**src/design/reactive_energy_pkg.sv**
```systemverilog
// constants, register map and carrier types of the reactive energy accumulator
package reactive_energy_pkg;

    // ==========================================================
    // widths and timing
    localparam int  SAMPLE_W         = 24;
    localparam int  ACC_W            = 42;
    localparam int  UPPER_W          = 24;
    localparam int  UPPER_LSB        = ACC_W - UPPER_W;
    localparam int  COUNT_W          = 16;
    localparam real CLK_PERIOD_NS    = 100.0;
    localparam real SAMPLE_PERIOD_US = 230.4;
    localparam int  SAMPLE_CYCLES    = int'(SAMPLE_PERIOD_US * 1000.0 / CLK_PERIOD_NS);
    localparam int  SAMPLE_CNT_W     = 12;

    // ==========================================================
    // register byte offsets
    localparam logic [7:0] OFF_POWER_CONTROL_TWO = 8'h00;
    localparam logic [7:0] OFF_POWER_CONTROL_ONE = 8'h04;
    localparam logic [7:0] OFF_DIVIDER           = 8'h08;
    localparam logic [7:0] OFF_HALF_CYCLE_COUNT  = 8'h0c;
    localparam logic [7:0] OFF_ENERGY_UPPER      = 8'h10;
    localparam logic [7:0] OFF_ENERGY_READ_CLEAR = 8'h14;
    localparam logic [7:0] OFF_LINE_RESULT       = 8'h18;
    localparam logic [7:0] OFF_IRQ_REQUEST       = 8'h1c;
    localparam logic [7:0] OFF_IRQ_MASK          = 8'h20;

    // ==========================================================
    // field positions
    localparam int BIT_TAMPER_SEL   = 0;
    localparam int BIT_ABSOLUTE_SEL = 1;
    localparam int BIT_NOLOAD_LO    = 2;
    localparam int BIT_CYCLE_DIS    = 0;
    localparam int BIT_CYCLE_END    = 0;
    localparam int BIT_HALF_FULL    = 1;
    localparam int BIT_OVERFLOW     = 2;
    localparam int FLAG_W           = 3;

    // ==========================================================
    // reset values
    localparam logic [3:0]         RST_POWER_CONTROL_TWO = 4'h0;
    localparam logic [7:0]         RST_DIVIDER           = 8'h01;
    localparam logic [COUNT_W-1:0] RST_HALF_CYCLE_COUNT  = 16'h0000;
    localparam logic [FLAG_W-1:0]  RST_IRQ_MASK          = 3'h7;

    // no-load thresholds as fractions of a full-scale sample (2^23)
    localparam logic [SAMPLE_W-1:0] NOLOAD_THR_1 = 24'd1258;
    localparam logic [SAMPLE_W-1:0] NOLOAD_THR_2 = 24'd629;
    localparam logic [SAMPLE_W-1:0] NOLOAD_THR_3 = 24'd310;

    typedef enum logic [1:0] {MODE_SIGNED, MODE_TAMPER, MODE_ABSOLUTE} accum_mode_e;
    typedef enum logic {LINE_WAIT, LINE_RUN} line_state_e;

    typedef struct packed {
        logic signed [SAMPLE_W-1:0] reactive;
        logic                       active_negative;
    } power_sample_s;

endpackage : reactive_energy_pkg

```
**src/design/reactive_energy_accumulator.sv**
```systemverilog
// reactive energy accumulator with line-cycle mode behind an ahb-lite slave
//
// Contract
// - add one scaled reactive sample to the accumulator every 230.4 us sample period.
// - accumulator is signed, 42 bits wide.
// - divide each sample by the 8-bit divider; zero acts as one.
// - absolute bit wins; only tamper bit selects anti-tamper; none selects signed.
// - signed mode adds positive samples and subtracts negative ones.
// - reset selects signed mode with tamper and absolute off.
// - samples below the no-load threshold are not accumulated.
// - anti-tamper mode signs the reactive sample by the active power sign.
// - absolute mode accumulates magnitudes, skipping no-load samples.
// - selected mode treatment applies to the pulse path too.
// - direction and no-load detection stay active in every mode.
// - energy pulse comes from gain-corrected power, treated per mode.
// - line periods start and stop on voltage zero crossings.
// - line period length comes from a 16-bit half-cycle count.
// - count elapsed sets cycle-end flag; unmasked interrupt holds until cleared.
// - next line period starts at once; result overwritten even if unread.
// - count write clears line result and accumulator; restart at next crossing.
// - line accumulation uses the same scaled sample as normal accumulation.
// - disable bit blocks cycle-end interrupt and count-write clearing.
// - upper 24 bits readable plainly and by a read that clears them.
// - half-full and overflow flags, each maskable as interrupt.
// - overflow wraps to most negative, underflow to most positive.
`timescale 1ns/100ps

module reactive_energy_accumulator
    import reactive_energy_pkg::*;
#(
    parameter logic [31:0] PULSE_THRESHOLD = 32'h0100_0000
)(
    input  wire logic          hclk,
    input  wire logic          hresetn,
    input  wire logic          hsel,
    input  wire logic [31:0]   haddr,
    input  wire logic [1:0]    htrans,
    input  wire logic          hwrite,
    input  wire logic [2:0]    hsize,
    input  wire logic [31:0]   hwdata,
    input  wire logic          hready,
    output logic               hreadyout,
    output logic               hresp,
    output logic [31:0]        hrdata,
    input  wire power_sample_s power_in,
    input  wire logic          zero_cross,
    output logic               energy_pulse_output,
    output logic               reactive_negative,
    output logic               noload_active,
    output logic               energy_irq
);

    // ==========================================================
    // register state
    logic [3:0]               power_control_two;
    logic                     cycle_end_disable;
    logic [7:0]               reactive_energy_divider;
    logic [COUNT_W-1:0]       half_cycle_count;
    logic [FLAG_W-1:0]        irq_flags;
    logic [FLAG_W-1:0]        irq_mask;
    logic signed [ACC_W-1:0]  energy_acc;
    logic signed [ACC_W-1:0]  line_acc;
    logic [UPPER_W-1:0]       line_result;

    function automatic logic hit(input logic [7:0] addr, input logic [7:0] off);
        hit = (addr == off);
    endfunction : hit

    function automatic logic half_full(input logic [ACC_W-1:0] v);
        half_full = (v[ACC_W-1] != v[ACC_W-2]);
    endfunction : half_full

    // ==========================================================
    // ahb-lite slave: writes zero-wait, reads one wait state
    logic       wr_pend;
    logic       rd_pend;
    logic [7:0] dp_addr;
    logic       addr_ok;

    assign addr_ok = hsel && hready && htrans[1];

    always_ff @(posedge hclk or negedge hresetn)
    begin
        if (!hresetn)
        begin
            wr_pend <= 1'b0;
            rd_pend <= 1'b0;
            dp_addr <= 8'h00;
        end
        else
        begin
            wr_pend <= addr_ok && hwrite;
            rd_pend <= addr_ok && !hwrite;
            if (addr_ok)
                dp_addr <= haddr[7:0];
        end
    end

    logic wr_ctl2;
    logic wr_ctl1;
    logic wr_div;
    logic wr_hcc;
    logic wr_flags;
    logic wr_mask;
    logic rd_clear;

    assign wr_ctl2  = wr_pend && hit(dp_addr, OFF_POWER_CONTROL_TWO);
    assign wr_ctl1  = wr_pend && hit(dp_addr, OFF_POWER_CONTROL_ONE);
    assign wr_div   = wr_pend && hit(dp_addr, OFF_DIVIDER);
    assign wr_hcc   = wr_pend && hit(dp_addr, OFF_HALF_CYCLE_COUNT);
    assign wr_flags = wr_pend && hit(dp_addr, OFF_IRQ_REQUEST);
    assign wr_mask  = wr_pend && hit(dp_addr, OFF_IRQ_MASK);
    // the clearing read lands at the edge that loads hrdata
    assign rd_clear = rd_pend && hit(dp_addr, OFF_ENERGY_READ_CLEAR);

    logic [31:0] next_rdata;

    always_comb
    begin
        next_rdata = 32'h0000_0000;
        case (dp_addr)
            OFF_POWER_CONTROL_TWO: next_rdata = {28'h0, power_control_two};
            OFF_POWER_CONTROL_ONE: next_rdata = {31'h0, cycle_end_disable};
            OFF_DIVIDER:           next_rdata = {24'h0, reactive_energy_divider};
            OFF_HALF_CYCLE_COUNT:  next_rdata = {16'h0, half_cycle_count};
            OFF_ENERGY_UPPER:      next_rdata = {8'h0, energy_acc[ACC_W-1:UPPER_LSB]};
            OFF_ENERGY_READ_CLEAR: next_rdata = {8'h0, energy_acc[ACC_W-1:UPPER_LSB]};
            OFF_LINE_RESULT:       next_rdata = {8'h0, line_result};
            OFF_IRQ_REQUEST:       next_rdata = {29'h0, irq_flags};
            OFF_IRQ_MASK:          next_rdata = {29'h0, irq_mask};
            default:               next_rdata = 32'h0000_0000;
        endcase
    end

    always_ff @(posedge hclk or negedge hresetn)
    begin
        if (!hresetn)
        begin
            hreadyout <= 1'b1;
            hresp     <= 1'b0;
            hrdata    <= 32'h0000_0000;
        end
        else
        begin
            hreadyout <= !(addr_ok && !hwrite);
            hresp     <= 1'b0;
            if (rd_pend)
                hrdata <= next_rdata;
        end
    end

    always_ff @(posedge hclk or negedge hresetn)
    begin
        if (!hresetn)
        begin
            power_control_two       <= RST_POWER_CONTROL_TWO;
            cycle_end_disable       <= 1'b0;
            reactive_energy_divider <= RST_DIVIDER;
            half_cycle_count        <= RST_HALF_CYCLE_COUNT;
            irq_mask                <= RST_IRQ_MASK;
        end
        else
        begin
            if (wr_ctl2)
                power_control_two <= hwdata[3:0];
            if (wr_ctl1)
                cycle_end_disable <= hwdata[BIT_CYCLE_DIS];
            if (wr_div)
                reactive_energy_divider <= hwdata[7:0];
            if (wr_hcc)
                half_cycle_count <= hwdata[COUNT_W-1:0];
            if (wr_mask)
                irq_mask <= hwdata[FLAG_W-1:0];
        end
    end

    // ==========================================================
    // sample period tick
    logic [SAMPLE_CNT_W-1:0] sample_cnt;
    logic                    sample_tick;

    assign sample_tick = (sample_cnt == SAMPLE_CNT_W'(SAMPLE_CYCLES - 1));

    always_ff @(posedge hclk or negedge hresetn)
    begin
        if (!hresetn)
            sample_cnt <= '0;
        else if (sample_tick)
            sample_cnt <= '0;
        else
            sample_cnt <= sample_cnt + 1'b1;
    end

    // ==========================================================
    // sample treatment: no-load, scaling, mode sign
    accum_mode_e               mode;
    logic                      tamper_accum_select;
    logic                      absolute_accum_select;
    logic [SAMPLE_W-1:0]       mag;
    logic [SAMPLE_W-1:0]       noload_thr;
    logic                      below;
    logic [7:0]                div_eff;
    logic [SAMPLE_W-1:0]       qmag;
    logic                      neg;
    logic signed [ACC_W-1:0]   delta;
    logic signed [31:0]        pulse_delta;

    assign tamper_accum_select   = power_control_two[BIT_TAMPER_SEL];
    assign absolute_accum_select = power_control_two[BIT_ABSOLUTE_SEL];

    always_comb
    begin
        if (absolute_accum_select)
            mode = MODE_ABSOLUTE;
        else if (tamper_accum_select)
            mode = MODE_TAMPER;
        else
            mode = MODE_SIGNED;
    end

    always_comb
    begin
        case (power_control_two[BIT_NOLOAD_LO+1:BIT_NOLOAD_LO])
            2'h1:    noload_thr = NOLOAD_THR_1;
            2'h2:    noload_thr = NOLOAD_THR_2;
            2'h3:    noload_thr = NOLOAD_THR_3;
            default: noload_thr = '0;
        endcase
    end

    // magnitude of -2^23 still fits as unsigned 24 bits
    assign mag     = power_in.reactive[SAMPLE_W-1] ? SAMPLE_W'(-power_in.reactive)
                                                   : SAMPLE_W'(power_in.reactive);
    assign below   = (mag < noload_thr);
    assign div_eff = (reactive_energy_divider == 8'h00) ? 8'h01 : reactive_energy_divider;
    assign qmag    = mag / {16'h0, div_eff};

    always_comb
    begin
        case (mode)
            MODE_ABSOLUTE: neg = 1'b0;
            MODE_TAMPER:   neg = power_in.reactive[SAMPLE_W-1] ^ power_in.active_negative;
            MODE_SIGNED:   neg = power_in.reactive[SAMPLE_W-1];
            default:       neg = power_in.reactive[SAMPLE_W-1];
        endcase
    end

    // one scaled value feeds both accumulators so their lsb weights match
    always_comb
    begin
        if (below)
            delta = '0;
        else if (neg)
            delta = -$signed({18'h0, qmag});
        else
            delta = $signed({18'h0, qmag});
    end

    // pulse path uses unscaled power with the same mode treatment
    always_comb
    begin
        if (below)
            pulse_delta = '0;
        else if (neg)
            pulse_delta = -$signed({8'h0, mag});
        else
            pulse_delta = $signed({8'h0, mag});
    end

    // ==========================================================
    // main energy accumulator, wraps in two's complement
    logic signed [ACC_W-1:0] acc_base;
    logic signed [ACC_W-1:0] acc_sum;
    logic                    acc_ovf;
    logic                    acc_hf;

    assign acc_base = rd_clear ? {{UPPER_W{1'b0}}, energy_acc[UPPER_LSB-1:0]} : energy_acc;
    assign acc_sum  = acc_base + delta;
    assign acc_ovf  = sample_tick && (acc_base[ACC_W-1] == delta[ACC_W-1])
                      && (acc_sum[ACC_W-1] != acc_base[ACC_W-1]);
    assign acc_hf   = sample_tick && half_full(acc_sum) && !half_full(acc_base);

    always_ff @(posedge hclk or negedge hresetn)
    begin
        if (!hresetn)
            energy_acc <= '0;
        else if (sample_tick)
            energy_acc <= acc_sum;
        else if (rd_clear)
            energy_acc <= acc_base;
    end

    // ==========================================================
    // line-cycle accumulation
    line_state_e        line_state;
    logic [COUNT_W-1:0] half_cnt;
    logic               line_end;
    logic               hcc_clear;
    logic signed [ACC_W-1:0] line_sum;

    assign hcc_clear = wr_hcc && !cycle_end_disable;
    assign line_end  = (line_state == LINE_RUN) && zero_cross && !hcc_clear
                       && (half_cycle_count != '0)
                       && (half_cnt + 1'b1 >= half_cycle_count);
    assign line_sum  = line_acc + (sample_tick ? delta : '0);

    always_ff @(posedge hclk or negedge hresetn)
    begin
        if (!hresetn)
        begin
            line_state <= LINE_WAIT;
            half_cnt   <= '0;
        end
        else if (hcc_clear)
        begin
            line_state <= LINE_WAIT;
            half_cnt   <= '0;
        end
        else
        begin
            case (line_state)
                LINE_WAIT:
                begin
                    if (zero_cross)
                        line_state <= LINE_RUN;
                    half_cnt <= '0;
                end
                LINE_RUN:
                begin
                    if (line_end)
                        half_cnt <= '0;
                    else if (zero_cross)
                        half_cnt <= half_cnt + 1'b1;
                end
                default:
                begin
                    line_state <= LINE_WAIT;
                    half_cnt   <= '0;
                end
            endcase
        end
    end

    always_ff @(posedge hclk or negedge hresetn)
    begin
        if (!hresetn)
        begin
            line_acc    <= '0;
            line_result <= '0;
        end
        else if (hcc_clear)
        begin
            line_acc    <= '0;
            line_result <= '0;
        end
        else if (line_end)
        begin
            line_result <= line_sum[ACC_W-1:UPPER_LSB];
            line_acc    <= '0;
        end
        else if (line_state == LINE_RUN)
            line_acc <= line_sum;
        else
            line_acc <= '0;
    end

    // ==========================================================
    // flags: hardware set wins over a write-zero clear
    logic [FLAG_W-1:0] flag_set;

    assign flag_set = {acc_ovf, acc_hf, line_end && !cycle_end_disable};

    always_ff @(posedge hclk or negedge hresetn)
    begin
        if (!hresetn)
            irq_flags <= '0;
        else if (wr_flags)
            irq_flags <= (irq_flags & hwdata[FLAG_W-1:0]) | flag_set;
        else
            irq_flags <= irq_flags | flag_set;
    end

    always_ff @(posedge hclk or negedge hresetn)
    begin
        if (!hresetn)
            energy_irq <= 1'b0;
        else
            energy_irq <= |(irq_flags & ~irq_mask);
    end

    // ==========================================================
    // energy pulse and detection outputs
    logic signed [31:0] pulse_acc;
    logic signed [31:0] pulse_sum;

    assign pulse_sum = pulse_acc + pulse_delta;

    always_ff @(posedge hclk or negedge hresetn)
    begin
        if (!hresetn)
        begin
            pulse_acc           <= '0;
            energy_pulse_output <= 1'b0;
        end
        else if (sample_tick && (pulse_sum >= $signed(PULSE_THRESHOLD)))
        begin
            pulse_acc           <= pulse_sum - $signed(PULSE_THRESHOLD);
            energy_pulse_output <= 1'b1;
        end
        else if (sample_tick && (pulse_sum <= -$signed(PULSE_THRESHOLD)))
        begin
            pulse_acc           <= pulse_sum + $signed(PULSE_THRESHOLD);
            energy_pulse_output <= 1'b1;
        end
        else
        begin
            if (sample_tick)
                pulse_acc <= pulse_sum;
            energy_pulse_output <= 1'b0;
        end
    end

    // detection looks at the raw sample whatever the mode
    always_ff @(posedge hclk or negedge hresetn)
    begin
        if (!hresetn)
        begin
            reactive_negative <= 1'b0;
            noload_active     <= 1'b0;
        end
        else if (sample_tick)
        begin
            reactive_negative <= power_in.reactive[SAMPLE_W-1];
            noload_active     <= below && (noload_thr != '0);
        end
    end

    // ==========================================================
    // checks
    AST_TICK_SPACING: assert property (@(posedge hclk) disable iff (!hresetn)
        sample_tick |=> !sample_tick [*8]) else $error("sample ticks too close");
    AST_ACC_HOLDS: assert property (@(posedge hclk) disable iff (!hresetn)
        (!sample_tick && !rd_clear) |=> $stable(energy_acc)) else $error("acc moved off tick");
    AST_DIV_ZERO: assert property (@(posedge hclk) disable iff (!hresetn)
        (reactive_energy_divider == 8'h00) |-> (qmag == mag)) else $error("zero divider not one");
    AST_NOLOAD: assert property (@(posedge hclk) disable iff (!hresetn)
        (sample_tick && below) |=> (energy_acc == $past(acc_base))) else $error("no-load added");
    AST_ABS_NONNEG: assert property (@(posedge hclk) disable iff (!hresetn)
        absolute_accum_select |-> !delta[ACC_W-1]) else $error("absolute delta negative");
    AST_CYCLE_FLAG: assert property (@(posedge hclk) disable iff (!hresetn)
        (line_end && !cycle_end_disable) |=> irq_flags[BIT_CYCLE_END]) else $error("no cycle flag");
    AST_CYCLE_IRQ: assert property (@(posedge hclk) disable iff (!hresetn)
        (irq_flags[BIT_CYCLE_END] && !irq_mask[BIT_CYCLE_END]) |=> energy_irq)
        else $error("cycle irq missing");
    AST_DIS_NOFLAG: assert property (@(posedge hclk) disable iff (!hresetn)
        (line_end && cycle_end_disable && !irq_flags[BIT_CYCLE_END]) |=> !irq_flags[BIT_CYCLE_END])
        else $error("flag despite disable");
    AST_HCC_CLEAR: assert property (@(posedge hclk) disable iff (!hresetn)
        hcc_clear |=> (line_result == '0) && (line_state == LINE_WAIT)) else $error("line not cleared");
    AST_READ_CLEAR: assert property (@(posedge hclk) disable iff (!hresetn)
        (rd_clear && !sample_tick) |=> (energy_acc[ACC_W-1:UPPER_LSB] == '0))
        else $error("read did not clear");

endmodule : reactive_energy_accumulator

```
**config.mk**
```make
export PLATFORM = sky130hd
export DESIGN_NAME = reactive_energy_accumulator
export DESIGN_NICKNAME = d
export VERILOG_FILES = /design/src/design/reactive_energy_pkg.sv /design/src/design/reactive_energy_accumulator.sv
export SDC_FILE = /design/constraint.sdc
export NUM_CORES = 1
export LEC_CHECK = 0
export ABC_AREA = 1
export BUFFER_PORTS_ARGS = -buffer_cell sky130_fd_sc_hd__buf_2
export CORE_MARGIN = 2
export CORE_UTILIZATION = 40
export CTS_BUF_LIST = sky130_fd_sc_hd__clkbuf_8
export CTS_CLUSTER_DIAMETER = 150
export DETAILED_ROUTE_END_ITERATION = 8
export HOLD_SLACK_MARGIN = 0.15
export PLACE_DENSITY_LB_ADDON = 0.25
export SKIP_LAST_GASP = 1
export SLEW_MARGIN = 5
export SYNTH_ARGS = -nofsm -noshare
export SYNTH_HDL_FRONTEND = slang
export SYNTH_SLANG_ARGS = --single-unit
export TNS_END_PERCENT = 100
```
**constraint.sdc**
```tcl
create_clock -name hclk -period 69.9 [get_ports hclk]
set_input_delay 10.485 -clock hclk [delete_from_list [all_inputs] [get_ports hclk]]
set_output_delay 10.485 -clock hclk [all_outputs]
set_load 0.02 [all_outputs]
```
# Word level (Yosys, flattened, before mapping)
# Index checks and enable logic that the tools add are counted.
# op_classes
n_addsub	10
div	1
order_cmp	4
n_eq_ne	19
muxes	34
n_bitwise	7
reduce_logical	38
# ops
operator	count
2-to-1 mux 42 bit	9
one-hot mux 24 bit (8 select lines)	1
2-to-1 mux 32 bit	5
adder 42 bit	2
2-to-1 mux 24 bit	3
2-to-1 mux 16 bit	3
negation 24 -> 42 bit	1
one-hot mux 11 bit (3 select lines)	1
adder 32 x 26 -> 32 bit, second input constant	1
adder 32 bit	1
equality test 8 x 5 -> 1 bit, second input constant	4
greater-or-equal comparator 32 x 26 -> 1 bit, second input constant	1
less-or-equal comparator 32 x 25 -> 1 bit, second input constant	1
negation 24 -> 32 bit	1
one-hot mux 16 bit (2 select lines)	1
subtractor 32 x 26 -> 32 bit, second input constant	1
divider 24 x 8 -> 24 bit	1
logical AND 1 bit	24
less-than comparator 24 bit	1
negation 24 bit	1
nonzero test 24 bit	1
adder 16 x 1 -> 16 bit, second input constant	1
equality test 8 x 4 -> 1 bit, second input constant	2
greater-or-equal comparator 16 bit	1
other kinds (27)	45
# word_totals
regBits	251
in_bits	100
out_inout_bits	38

# Logic depth before layout (Yosys ltp)
# Gate-level depths: netlist of the first run.
# logic_depth
depth_word	12
depth_mapped	418
mapped_depth_nobuf	392

# Worst setup path after synthesis of the first run
# No wires, ideal clock.
# synth_path
path_type	input-to-reg
startpoint	input power_in[1] (netlist bit)
endpoint	register irq_flags[1]
t_arrival_ns	62.560
required_ns	69.835
slack_ns	7.275
stages	412
n_path_buf	26
path_cell_list	inv_1 > nand2_1 > nor2_4 > nand2_2 > nor2_4 > ha_1 > or2_2 > a21oi_1 > a31oi_1 > ha_1 > o21ai_0 > nand2_1 > nand2_1 > clkinv_1 > nand2_1 > nand2_1 > inv_1 > ha_1 > [376 not listed] > inv_1 > nor2_1 > o21ai_0 > inv_1 > nor3_1 > nor2_1 > nor3_1 > o21ai_0 > inv_1 > o21ai_0 > nand2_1 > nand3_1 > o21ai_0 > xor2_1 > inv_1 > nand3_1 > nand3_1 > nand2_1
# synth_via
elab_chain_cells	12
word_cells_on_any_way	14
cone_classes	add/sub (3); div (1); order compare (1); eq/ne (1); mux (4); bitwise (2); reduce/logical (2)
# synth_lines
element	line	text
start, declared	reactive_energy_accumulator.sv:45	input wire power_sample_s power_in,
negation 24 bit	reactive_energy_accumulator.sv:232	assign mag = power_in.reactive[SAMPLE_W-1] ? SAMPLE_W'(-power_in.reactive)
2-to-1 mux 24 bit (*)	reactive_energy_accumulator.sv:232	
divider 24 x 8 -> 24 bit	reactive_energy_accumulator.sv:236	assign qmag = mag / {16'h0, div_eff};
negation 24 -> 42 bit	reactive_energy_accumulator.sv:254	delta = -$signed({18'h0, qmag});
2-to-1 mux 42 bit	reactive_energy_accumulator.sv:253	else if (neg)
2-to-1 mux 42 bit (*)	reactive_energy_accumulator.sv:251	if (below)
adder 42 bit (*)	reactive_energy_accumulator.sv:278	assign acc_sum = acc_base + delta;
inequality test 1 bit (*)	reactive_energy_accumulator.sv:70	half_full = (v[ACC_W-1] != v[ACC_W-2]);
logical AND 1 bit (*) (2 in series)	reactive_energy_accumulator.sv:281	assign acc_hf = sample_tick && half_full(acc_sum) && !half_full(acc_base);
bitwise OR 3 bit (on tied branches)	reactive_energy_accumulator.sv:380, reactive_energy_accumulator.sv:378	
2-to-1 mux 3 bit (*)	reactive_energy_accumulator.sv:377	else if (wr_flags)
end signal, assigned	reactive_energy_accumulator.sv:378	irq_flags <= (irq_flags & hwdata[FLAG_W-1:0]) | flag_set;
end signal, assigned	reactive_energy_accumulator.sv:380	irq_flags <= irq_flags | flag_set;
end, declared	reactive_energy_accumulator.sv:59	logic [FLAG_W-1:0] irq_flags;
# Mark *: on every way between the ends. The rest lies on a longest branch, timed or not.
# A chain may end at the register's enable or synchronous reset.

# Worst setup path after layout of the first run
# layout_path
startpoint	input power_in[1] (netlist bit)
endpoint	register line_result[23]
# layout_via
elab_chain_cells	10
word_cells_on_any_way	11
cone_classes	add/sub (3); div (1); order compare (1); mux (6)
# layout_lines
element	line	text
negation 24 bit	reactive_energy_accumulator.sv:232	
2-to-1 mux 24 bit (*)	reactive_energy_accumulator.sv:232	
divider 24 x 8 -> 24 bit	reactive_energy_accumulator.sv:236	
negation 24 -> 42 bit	reactive_energy_accumulator.sv:254	
2-to-1 mux 42 bit	reactive_energy_accumulator.sv:253	
2-to-1 mux 42 bit (*)	reactive_energy_accumulator.sv:251	
2-to-1 mux 42 bit (*)	reactive_energy_accumulator.sv:305	assign line_sum = line_acc + (sample_tick ? delta : '0);
adder 42 bit (*)	reactive_energy_accumulator.sv:305	
2-to-1 mux 24 bit (*)	reactive_energy_accumulator.sv:356	else if (line_end)
2-to-1 mux 24 bit (*)	reactive_energy_accumulator.sv:351	else if (hcc_clear)
end signal, assigned	reactive_energy_accumulator.sv:358	line_result <= line_sum[ACC_W-1:UPPER_LSB];
end, declared	reactive_energy_accumulator.sv:63	logic [UPPER_W-1:0] line_result;
# Mark *: on every way between the ends. The rest lies on a longest branch, timed or not. The select of a mux whose other input is x is not followed.

==> results of run 1 <==
## cells by family (layout without fill, tap and decap cells)
family,after synthesis,after routing,share of synthesized area
fa+ha+maj,321,321,0.137
simple gates,2020,2021,0.313
flops,243,243,0.206
xor+xnor,282,282,0.0838
mux,5,5,0.00191
compound gates,798,798,0.156
other cells,1,12,0.000127
buf+inv,738,1022,0.101
## per-layer routing
layer,GRT usage,up-vias,share of wire
li1,-,15000,-
met5,0,-,0.00016
met3,0.0253,118,0.044
met1,0.278,13000,0.46
met2,0.369,501,0.46
met4,0.0651,2,0.028
## metrics by stage
step | setup TNS, ps | total power [µW] | worst slack (ps) | std cells | utilization
2_1_floorplan | 0 | 1290 | 7280 | 4416 | -
3_3_place_gp | 0 | 1550 | 2200 | 5545 | 0.439
3_5_place_dp | 0 | 1560 | 1540 | 5545 | 0.439
4_1_cts | 0 | 1730 | 2000 | 5628 | 0.453
5_1_grt | -59.4 | 1970 | -44.3 | 5660 | 0.458
6_report | 0 | 1740 | 6230 | 5663 | 0.458
## placed cells by master (no fill, tap or decap), types with 20 or more instances in the layout
| master | instances |
|---|---|
| o21ai_1 | 27 |
| o21bai_1 | 41 |
| nor2_4 | 20 |
| nor4_1 | 22 |
| dfrtp_1 | 238 |
| xor2_1 | 194 |
| nor2_1 | 410 |
| a21o_1 | 30 |
| nand4_1 | 80 |
| o22ai_1 | 57 |
| a21oi_1 | 244 |
| inv_2 | 30 |
| ha_1 | 318 |
| nand2_4 | 23 |
| xnor2_1 | 88 |
| nand2_1 | 980 |
| buf_2 | 82 |
| nand3_1 | 247 |
| nand2_2 | 42 |
| nand3_2 | 32 |
| nor3_1 | 60 |
| nor2_2 | 28 |
| o21ai_0 | 278 |
| clkbuf_8 | 54 |
| inv_1 | 585 |
| buf_4 | 222 |
## critical path, delay by kind of cell
family	cells	cell delay, ps
and+or+nand+nor	149	16560
xor gates and xnor gates	1	210
adders and majority gates	26	7770
AOI/OAI and AO/OA	139	22550
buffers and inverters	67	6430
## final cells by class
cell class                      instances  area share
Sequential cell                       243       0.182
Antenna cell                            3    0.000224
Multi-Input combinational cell       3436       0.615
Clock inverter                         29     0.00831
Clock buffer                           54      0.0222
Timing Repair Buffer                  308      0.0637
Inverter                              631      0.0723
Tap cell                              959      0.0359
## power groups by stage
stage | registers, µW | logic (µW) | clock network (µW)
finish | 156 | 1420 | 159
CTS | 156 | 1410 | 163
floorplan | 159 | 1130 | 0
global route | 157 | 1640 | 169
global placement | 158 | 1390 | 0
detailed placement | 159 | 1400 | 0
## flip-flops by register name, summed over array words and instances (netlist names), 8 cells and up
register	cells
line_result	24
pulse_acc	32
line_acc	42
reactive_energy_divider	8
energy_acc	42
half_cnt	16
dp_addr	8
sample_cnt	12
half_cycle_count	16
hrdata	24
## synthesized netlist by cell type (22+ instances only)
cell type / count
a21o_1: 30
a21oi_1: 253
clkbuf_1: 69
dfrtp_1: 238
ha_1: 318
inv_1: 584
inv_2: 31
nand2_1: 984
nand2_2: 41
nand3_1: 248
nand3_2: 32
nand4_1: 80
nor2_1: 416
nor2_2: 25
nor3_1: 62
nor4_1: 22
o21ai_0: 282
o21ai_1: 23
o21bai_1: 42
o22ai_1: 57
xnor2_1: 88
xor2_1: 194
## worst max path at each step
stage | startpoint | endpoint | slack, ps | cells after the start
global route | power_in[1] | irq_flags[1] | -40 | 391
global placement | power_in[1] | irq_flags[1] | 2200 | 385
detailed placement | power_in[1] | irq_flags[1] | 1540 | 384
floorplan | power_in[1] | irq_flags[1] | 7280 | 412
finish | power_in[1] | line_result[23] | 6230 | 382
CTS | power_in[1] | irq_flags[1] | 2000 | 384
## repair_timing
item | in CTS | in global routing
hold buffers | 0 | 0
resized for setup | 0 | 48
endpoints found under the setup margin | 0 | 104
buffers inserted | 0 | 31
==> summary.md, run 1 <==
| Metric | Value |
|---|---|
| Worst slew margin | 0.191 |
| Die width | between 200 and 300 µm |
| Nets | 5086 |
| Seq/Total Area, Yosys | 0.206 |
| Num CTS Buffers | 45 |
| Status | complete, no violations |
| Ranking of synthesized cells by area | dfrtp_1 20%, ha_1 13%, nand2_1 13%, inv_1 7.4%, xor2_1 5.8% |
| Max Slew Vio Count | 0 |
| Reg-to-Reg Start | reactive_energy_divider[2] |
| Maximum buffer depth of the clock tree | 3 |
| DR WL/cell | 14.3 µm |
| Ys flop type | dfrtp_1 |
| Post-synth EDFFs | 0 |
| PwrDens | 51.9 nW/µm² |
| Crit path time final | 63670 ps |
| Maxcap violations | 0 |
| Min Hold Slack | 459 ps |
| Switching power | 1020 µW |
| Final setup vio count | 0 |
| Post-route DRC | 0 |
| Internal power | roughly 700 µW |
| Final instance area | 33400 µm² |
| Largest net degree at the start of global routing | 112 |
| I/O Buffers | 84 |
| Hpwl dp | 63200 µm |
| Seq pwr share | 0.090 |
| Area Growth Syn to Fin | 13.5% |
| Die H | 275 µm |
| Worst Path Arrival | about 64000 ps |
| Switching part of the total power | 0.589 |
| Yosys top cell area share | 0.202 |
| Worst R2R End | line_result[23] |
| Clock Power Share | 0.091 |
| Final Hold Viols | 0 |
| Max VDD drop | between 0.1 and 0.15 mV |
| Mean post-synth cell area | 6.69 µm² |
| Num ports | 138 |
| Die Area | 75900 µm² |
| Ys Warns | 0 |
| Gr usage total | 0.214 |
| Share of post-route cells with drive strength above 1 | 0.139 |
| Initial antenna violation count | 2 |
| DR vias | about 29000 |
| Required @ worst endpoint | 70450 ps |
| Worst Hold Path Cells | 1 |
| Min-delay src | sample_cnt[0] |
| TritonCTS Sinks | between 200 and 250 |
| Clock Skews | 23.1 ps |
| Vias in the first global route | 27100 |
| Yosys top cell by area | dfrtp_1 |
| CTS clock-pin slew for the worst setup and hold paths | 70 ps |
| FMAX | 15.7 MHz |
| H-tree Lvls | 2 |
| Later-pin clock latency in the skew report | about 640 ps |
| WL final | slightly above 80000 µm |
| Final worst path period share | 0.911 |
| Starting Density | 0.404 |
| Core ar. | 73000 µm² |
| CTS tree | yes |
| Routability-driven placement congestion ratio | 0.894 |
| Worst Tran Pin Value | 1200 ps |
| Via density | 5.05 |
| Element type at the critical path start | input port |
| Global-route wire length before repair | 134000 µm |
| Setup Crit Path Kind | input port to register |
| Slowest CP cell | nor4_2 |
| Multi-input gate area | ~21000 µm² |
| Yosys reg bits | 243 |
| Drt initial violations | roughly 1600 |
| Fillcell total | 7562 |
| Number of cell rows | 99 |
| Cell mode on critical path | nand2_1 |
| Register area | a little over 6000 µm² |
| Synth Instances | 4408 |
| Reg-to-reg setup timing slack | around 15000 ps |
| CP max stage delay | about 360 ps |
| WHS Endpoint | sample_cnt[0] |
| Hold Crit Class | register to register |
| CP endpoint kind | register |
| Number of antenna-violating nets in the routed design | 0 |
| Root buf cell | clkbuf_8 |
| Combinational Power Share | 0.819 |
| CP max FO | 20 |
| Reg2Reg Depth | roughly 380 |
| Async SR Flop Fraction | 1.00 |
| Leakage | between 0.015 and 0.02 µW |
| Mapped cell area | 29500 µm² |
| Gr ovfl total | 0 |
| Netlist cell types | 76 |
| 1st-pass router iterations | 8 |
| Placed Area | 32000 µm² |
Note: power is estimated with default switching activity, not from simulation.
==> run 2, diff against run 1 <==
--- a/config.mk
+++ b/config.mk
@@ -12,8 +12,8 @@
 export CTS_BUF_LIST = sky130_fd_sc_hd__clkbuf_8
 export CTS_CLUSTER_DIAMETER = 150
 export DETAILED_ROUTE_END_ITERATION = 8
+export GPL_TIMING_DRIVEN = 0
 export HOLD_SLACK_MARGIN = 0.15
-export PLACE_DENSITY_LB_ADDON = 0.25
 export SKIP_LAST_GASP = 1
 export SLEW_MARGIN = 5
 export SYNTH_ARGS = -nofsm -noshare
==> run 2 against run 1 <==
- register-to-register slack lost 1100 ps
- global-route usage up 0.76 points
- non-clock buffer count is 58 lower
- flip-flop and latch count is the same
- die area unchanged
- final area is 0.80% lower
- fmax shrank 1.6%
- clock skew rose by 3.0 ps
- critical endpoint is now line_result[22]
- largest power group unchanged
- highest routed layer is now met4
==> summary.md, run 2 (synthesized netlist as in run 1, its figures left out) <==
| Metric | Value |
|---|---|
| Nets | 5028 (-1.1%) |
| Core ar. | 73000 µm² (unchanged) |
| Registers with the most flip-flops | energy_acc x42, line_acc x42, pulse_acc x32 |
| Min-delay src | sample_cnt[0] |
| Number of antenna-violating nets in the routed design | 0 (unchanged) |
| DR WL/cell | 15.2 µm (+6.4%) |
| Reg2Reg Depth | 404 (+6.0%) |
| Worst slew margin | 0.138 (-0.0529) |
| CTS clock-pin slew for the worst setup and hold paths | 60 ps (about the same) |
| Via density | 5.14 (+1.7%) |
| I/O Buffers | 84 (unchanged) |
| Starting Density | 0.404 (unchanged) |
| CP max FO | 10 (-50%) |
| Die Area | 75900 µm² (unchanged) |
| Area Growth Syn to Fin | 12.5% |
| Final worst path period share | 0.926 (+0.0149) |
| FMAX | 15.5 MHz (-1.6%) |
| Required @ worst endpoint | 70360 ps (-90 ps) |
| PwrDens | 52.6 nW/µm² (+1.3%) |
| Max VDD drop | 0.110 mV (-19%) |
| Clock Skews | 26.1 ps (+3.03 ps) |
| Maxcap violations | 0 (unchanged) |
| Number of cell rows | 99 (unchanged) |
| Commonest cells after routing, fill and taps aside | 980 x nand2_1, 590 x inv_1, 395 x nor2_1 |
| Later-pin clock latency in the skew report | 620 ps (-20 ps) |
| Final instance area | 33200 µm² (-0.80%) |
| Final setup vio count | 0 (unchanged) |
| Routability-driven placement congestion ratio | 0.918 (+2.7%) |
| Leakage | 0.0182 µW (-2.0%) |
| Num CTS Buffers | 46 (+2.2%) |
| Status | complete, no violations |
| CP max stage delay | 430 ps (+70 ps) |
| Maximum buffer depth of the clock tree | 3 (unchanged) |
| Gr ovfl total | 0 (unchanged) |
| Initial antenna violation count | 2 (unchanged) |
| 1st-pass router iterations | 6 (-2) |
| Num ports | 138 (unchanged) |
| Reg-to-reg setup timing slack | 13770 ps (-1140 ps) |
| DR vias | 28800 (+0.65%) |
| Min Hold Slack | 459 ps (-0.208 ps) |
| Vias in the first global route | 26900 (-0.80%) |
| WL final | 85400 µm (+5.3%) |
| Crit path time final | 64710 ps (+1040 ps) |
| Final setup margin | 5190 ps (-1040 ps) |
| CP endpoint kind | register |
| Die width | 275 µm (unchanged) |
| Max Slew Vio Count | 0 (unchanged) |
| Element type at the critical path start | input port |
| Slowest CP cell | ha_1 |
| Worst Path Arrival | 65170 ps (+950 ps) |
| CP startpoint | power_in[5] |
| Drt initial violations | 1868 (+18%) |
| Setup Crit Path Kind | input port to register |
| Post-CTS Hold Buffers | 0 (unchanged) |
| Root buf cell | clkbuf_8 |
| TritonCTS Sinks | 243 (unchanged) |
| Share of post-route cells with drive strength above 1 | 0.129 (-0.00965) |
| End of the critical path | line_result[22] |
| Hold Crit Class | register to register |
| Final core utilization | 0.455 (-0.00367) |
| Fillcell total | 7596 (+0.45%) |
| CTS tree | yes |
| Cell mode on critical path | nand2_1 |
| Commonest non-fill, non-tap cell in the layout | nand2_1 |
| Die H | 275 µm (unchanged) |
| Reg-to-Reg Start | reactive_energy_divider[4] |
| Global-route wire length before repair | 137000 µm (+1.9%) |
| Dpl ws | -4250 ps (-5790 ps) |
| Placed Area | 31200 µm² (-2.5%) |
| Hpwl dp | 68600 µm (+8.6%) |
| Gr usage total | 0.221 (+0.00755) |
| Final Hold Viols | 0 (unchanged) |
| Post-route DRC | 0 (unchanged) |
| Worst Tran Pin Value | 1280 ps (+78.6 ps) |
| H-tree Lvls | 2 (unchanged) |
| Largest net degree at the start of global routing | 106 (-5.4%) |
| Worst R2R End | line_result[22] |
[run 2: final cells by class]
class | count | area [µm²] | share of cell area
Clock buffer | 57 | 785 | 0.0236
Multi-Input combinational cell | 3435 | 20900 | 0.630
Inverter | 631 | 2400 | 0.0724
Timing Repair Buffer | 143 | 921 | 0.0278
Sequential cell | 243 | 6090 | 0.183
Buffer | 107 | 668 | 0.0201
Antenna cell | 2 | 5.00 | 0.000151
Clock inverter | 26 | 203 | 0.00611
Tap cell | 959 | 1200 | 0.0362
[run 2: worst min path at each step]
stage / depth (start not counted) / slack, ps / end
after global placement: 1 / 450 / sample_cnt[0]
after global routing: 1 / 490 / sample_cnt[0]
after CTS: 1 / 460 / sample_cnt[0]
final: 1 / 460 / sample_cnt[0]
after floorplan: 1 / 430 / sample_cnt[0]
after detailed placement: 1 / 460 / sample_cnt[0]
[run 2: metrics by stage]
stage / total power (µW) / instances / setup TNS, ps
final: 1750 / 5603 / 0
after global routing: 1960 / 5601 / -1080
after CTS: 1710 / 5546 / 0
after detailed placement: 1550 / 5462 / -216300
after global placement: 1540 / 5459 / -163030
after floorplan: 1290 / 4416 / 0
[run 2: repair_timing]
action,4_1_cts,5_1_grt
setup endpoints to repair,89,110
pin swaps,2,57
endpoints found under the hold margin,0,0
setup buffers,1,55
cloned,0,0
resized for setup,38,164
[run 2: worst max-delay path, delay by kind of cell]
kind | cells | cell delay [ps]
compound gates | 140 | 21060
simple gates | 154 | 16540
buf+inv | 85 | 9230
fa+ha+maj | 26 | 7500
xor+xnor | 1 | 190
[run 2: where the power goes]
group | internal [µW] | switching [µW]
combinational | 475 | 964
clock | 85.1 | 65.6
sequential | 151 | 5.30
[run 2: per-layer routing]
layer  routed length, µm  up-vias  GRT usage
met3                3770      125     0.0239
li1                    -    14900          -
met1               39500    13200      0.292
met4                2450        0     0.0676
met5                   0        -          0
met2               39600      572      0.379
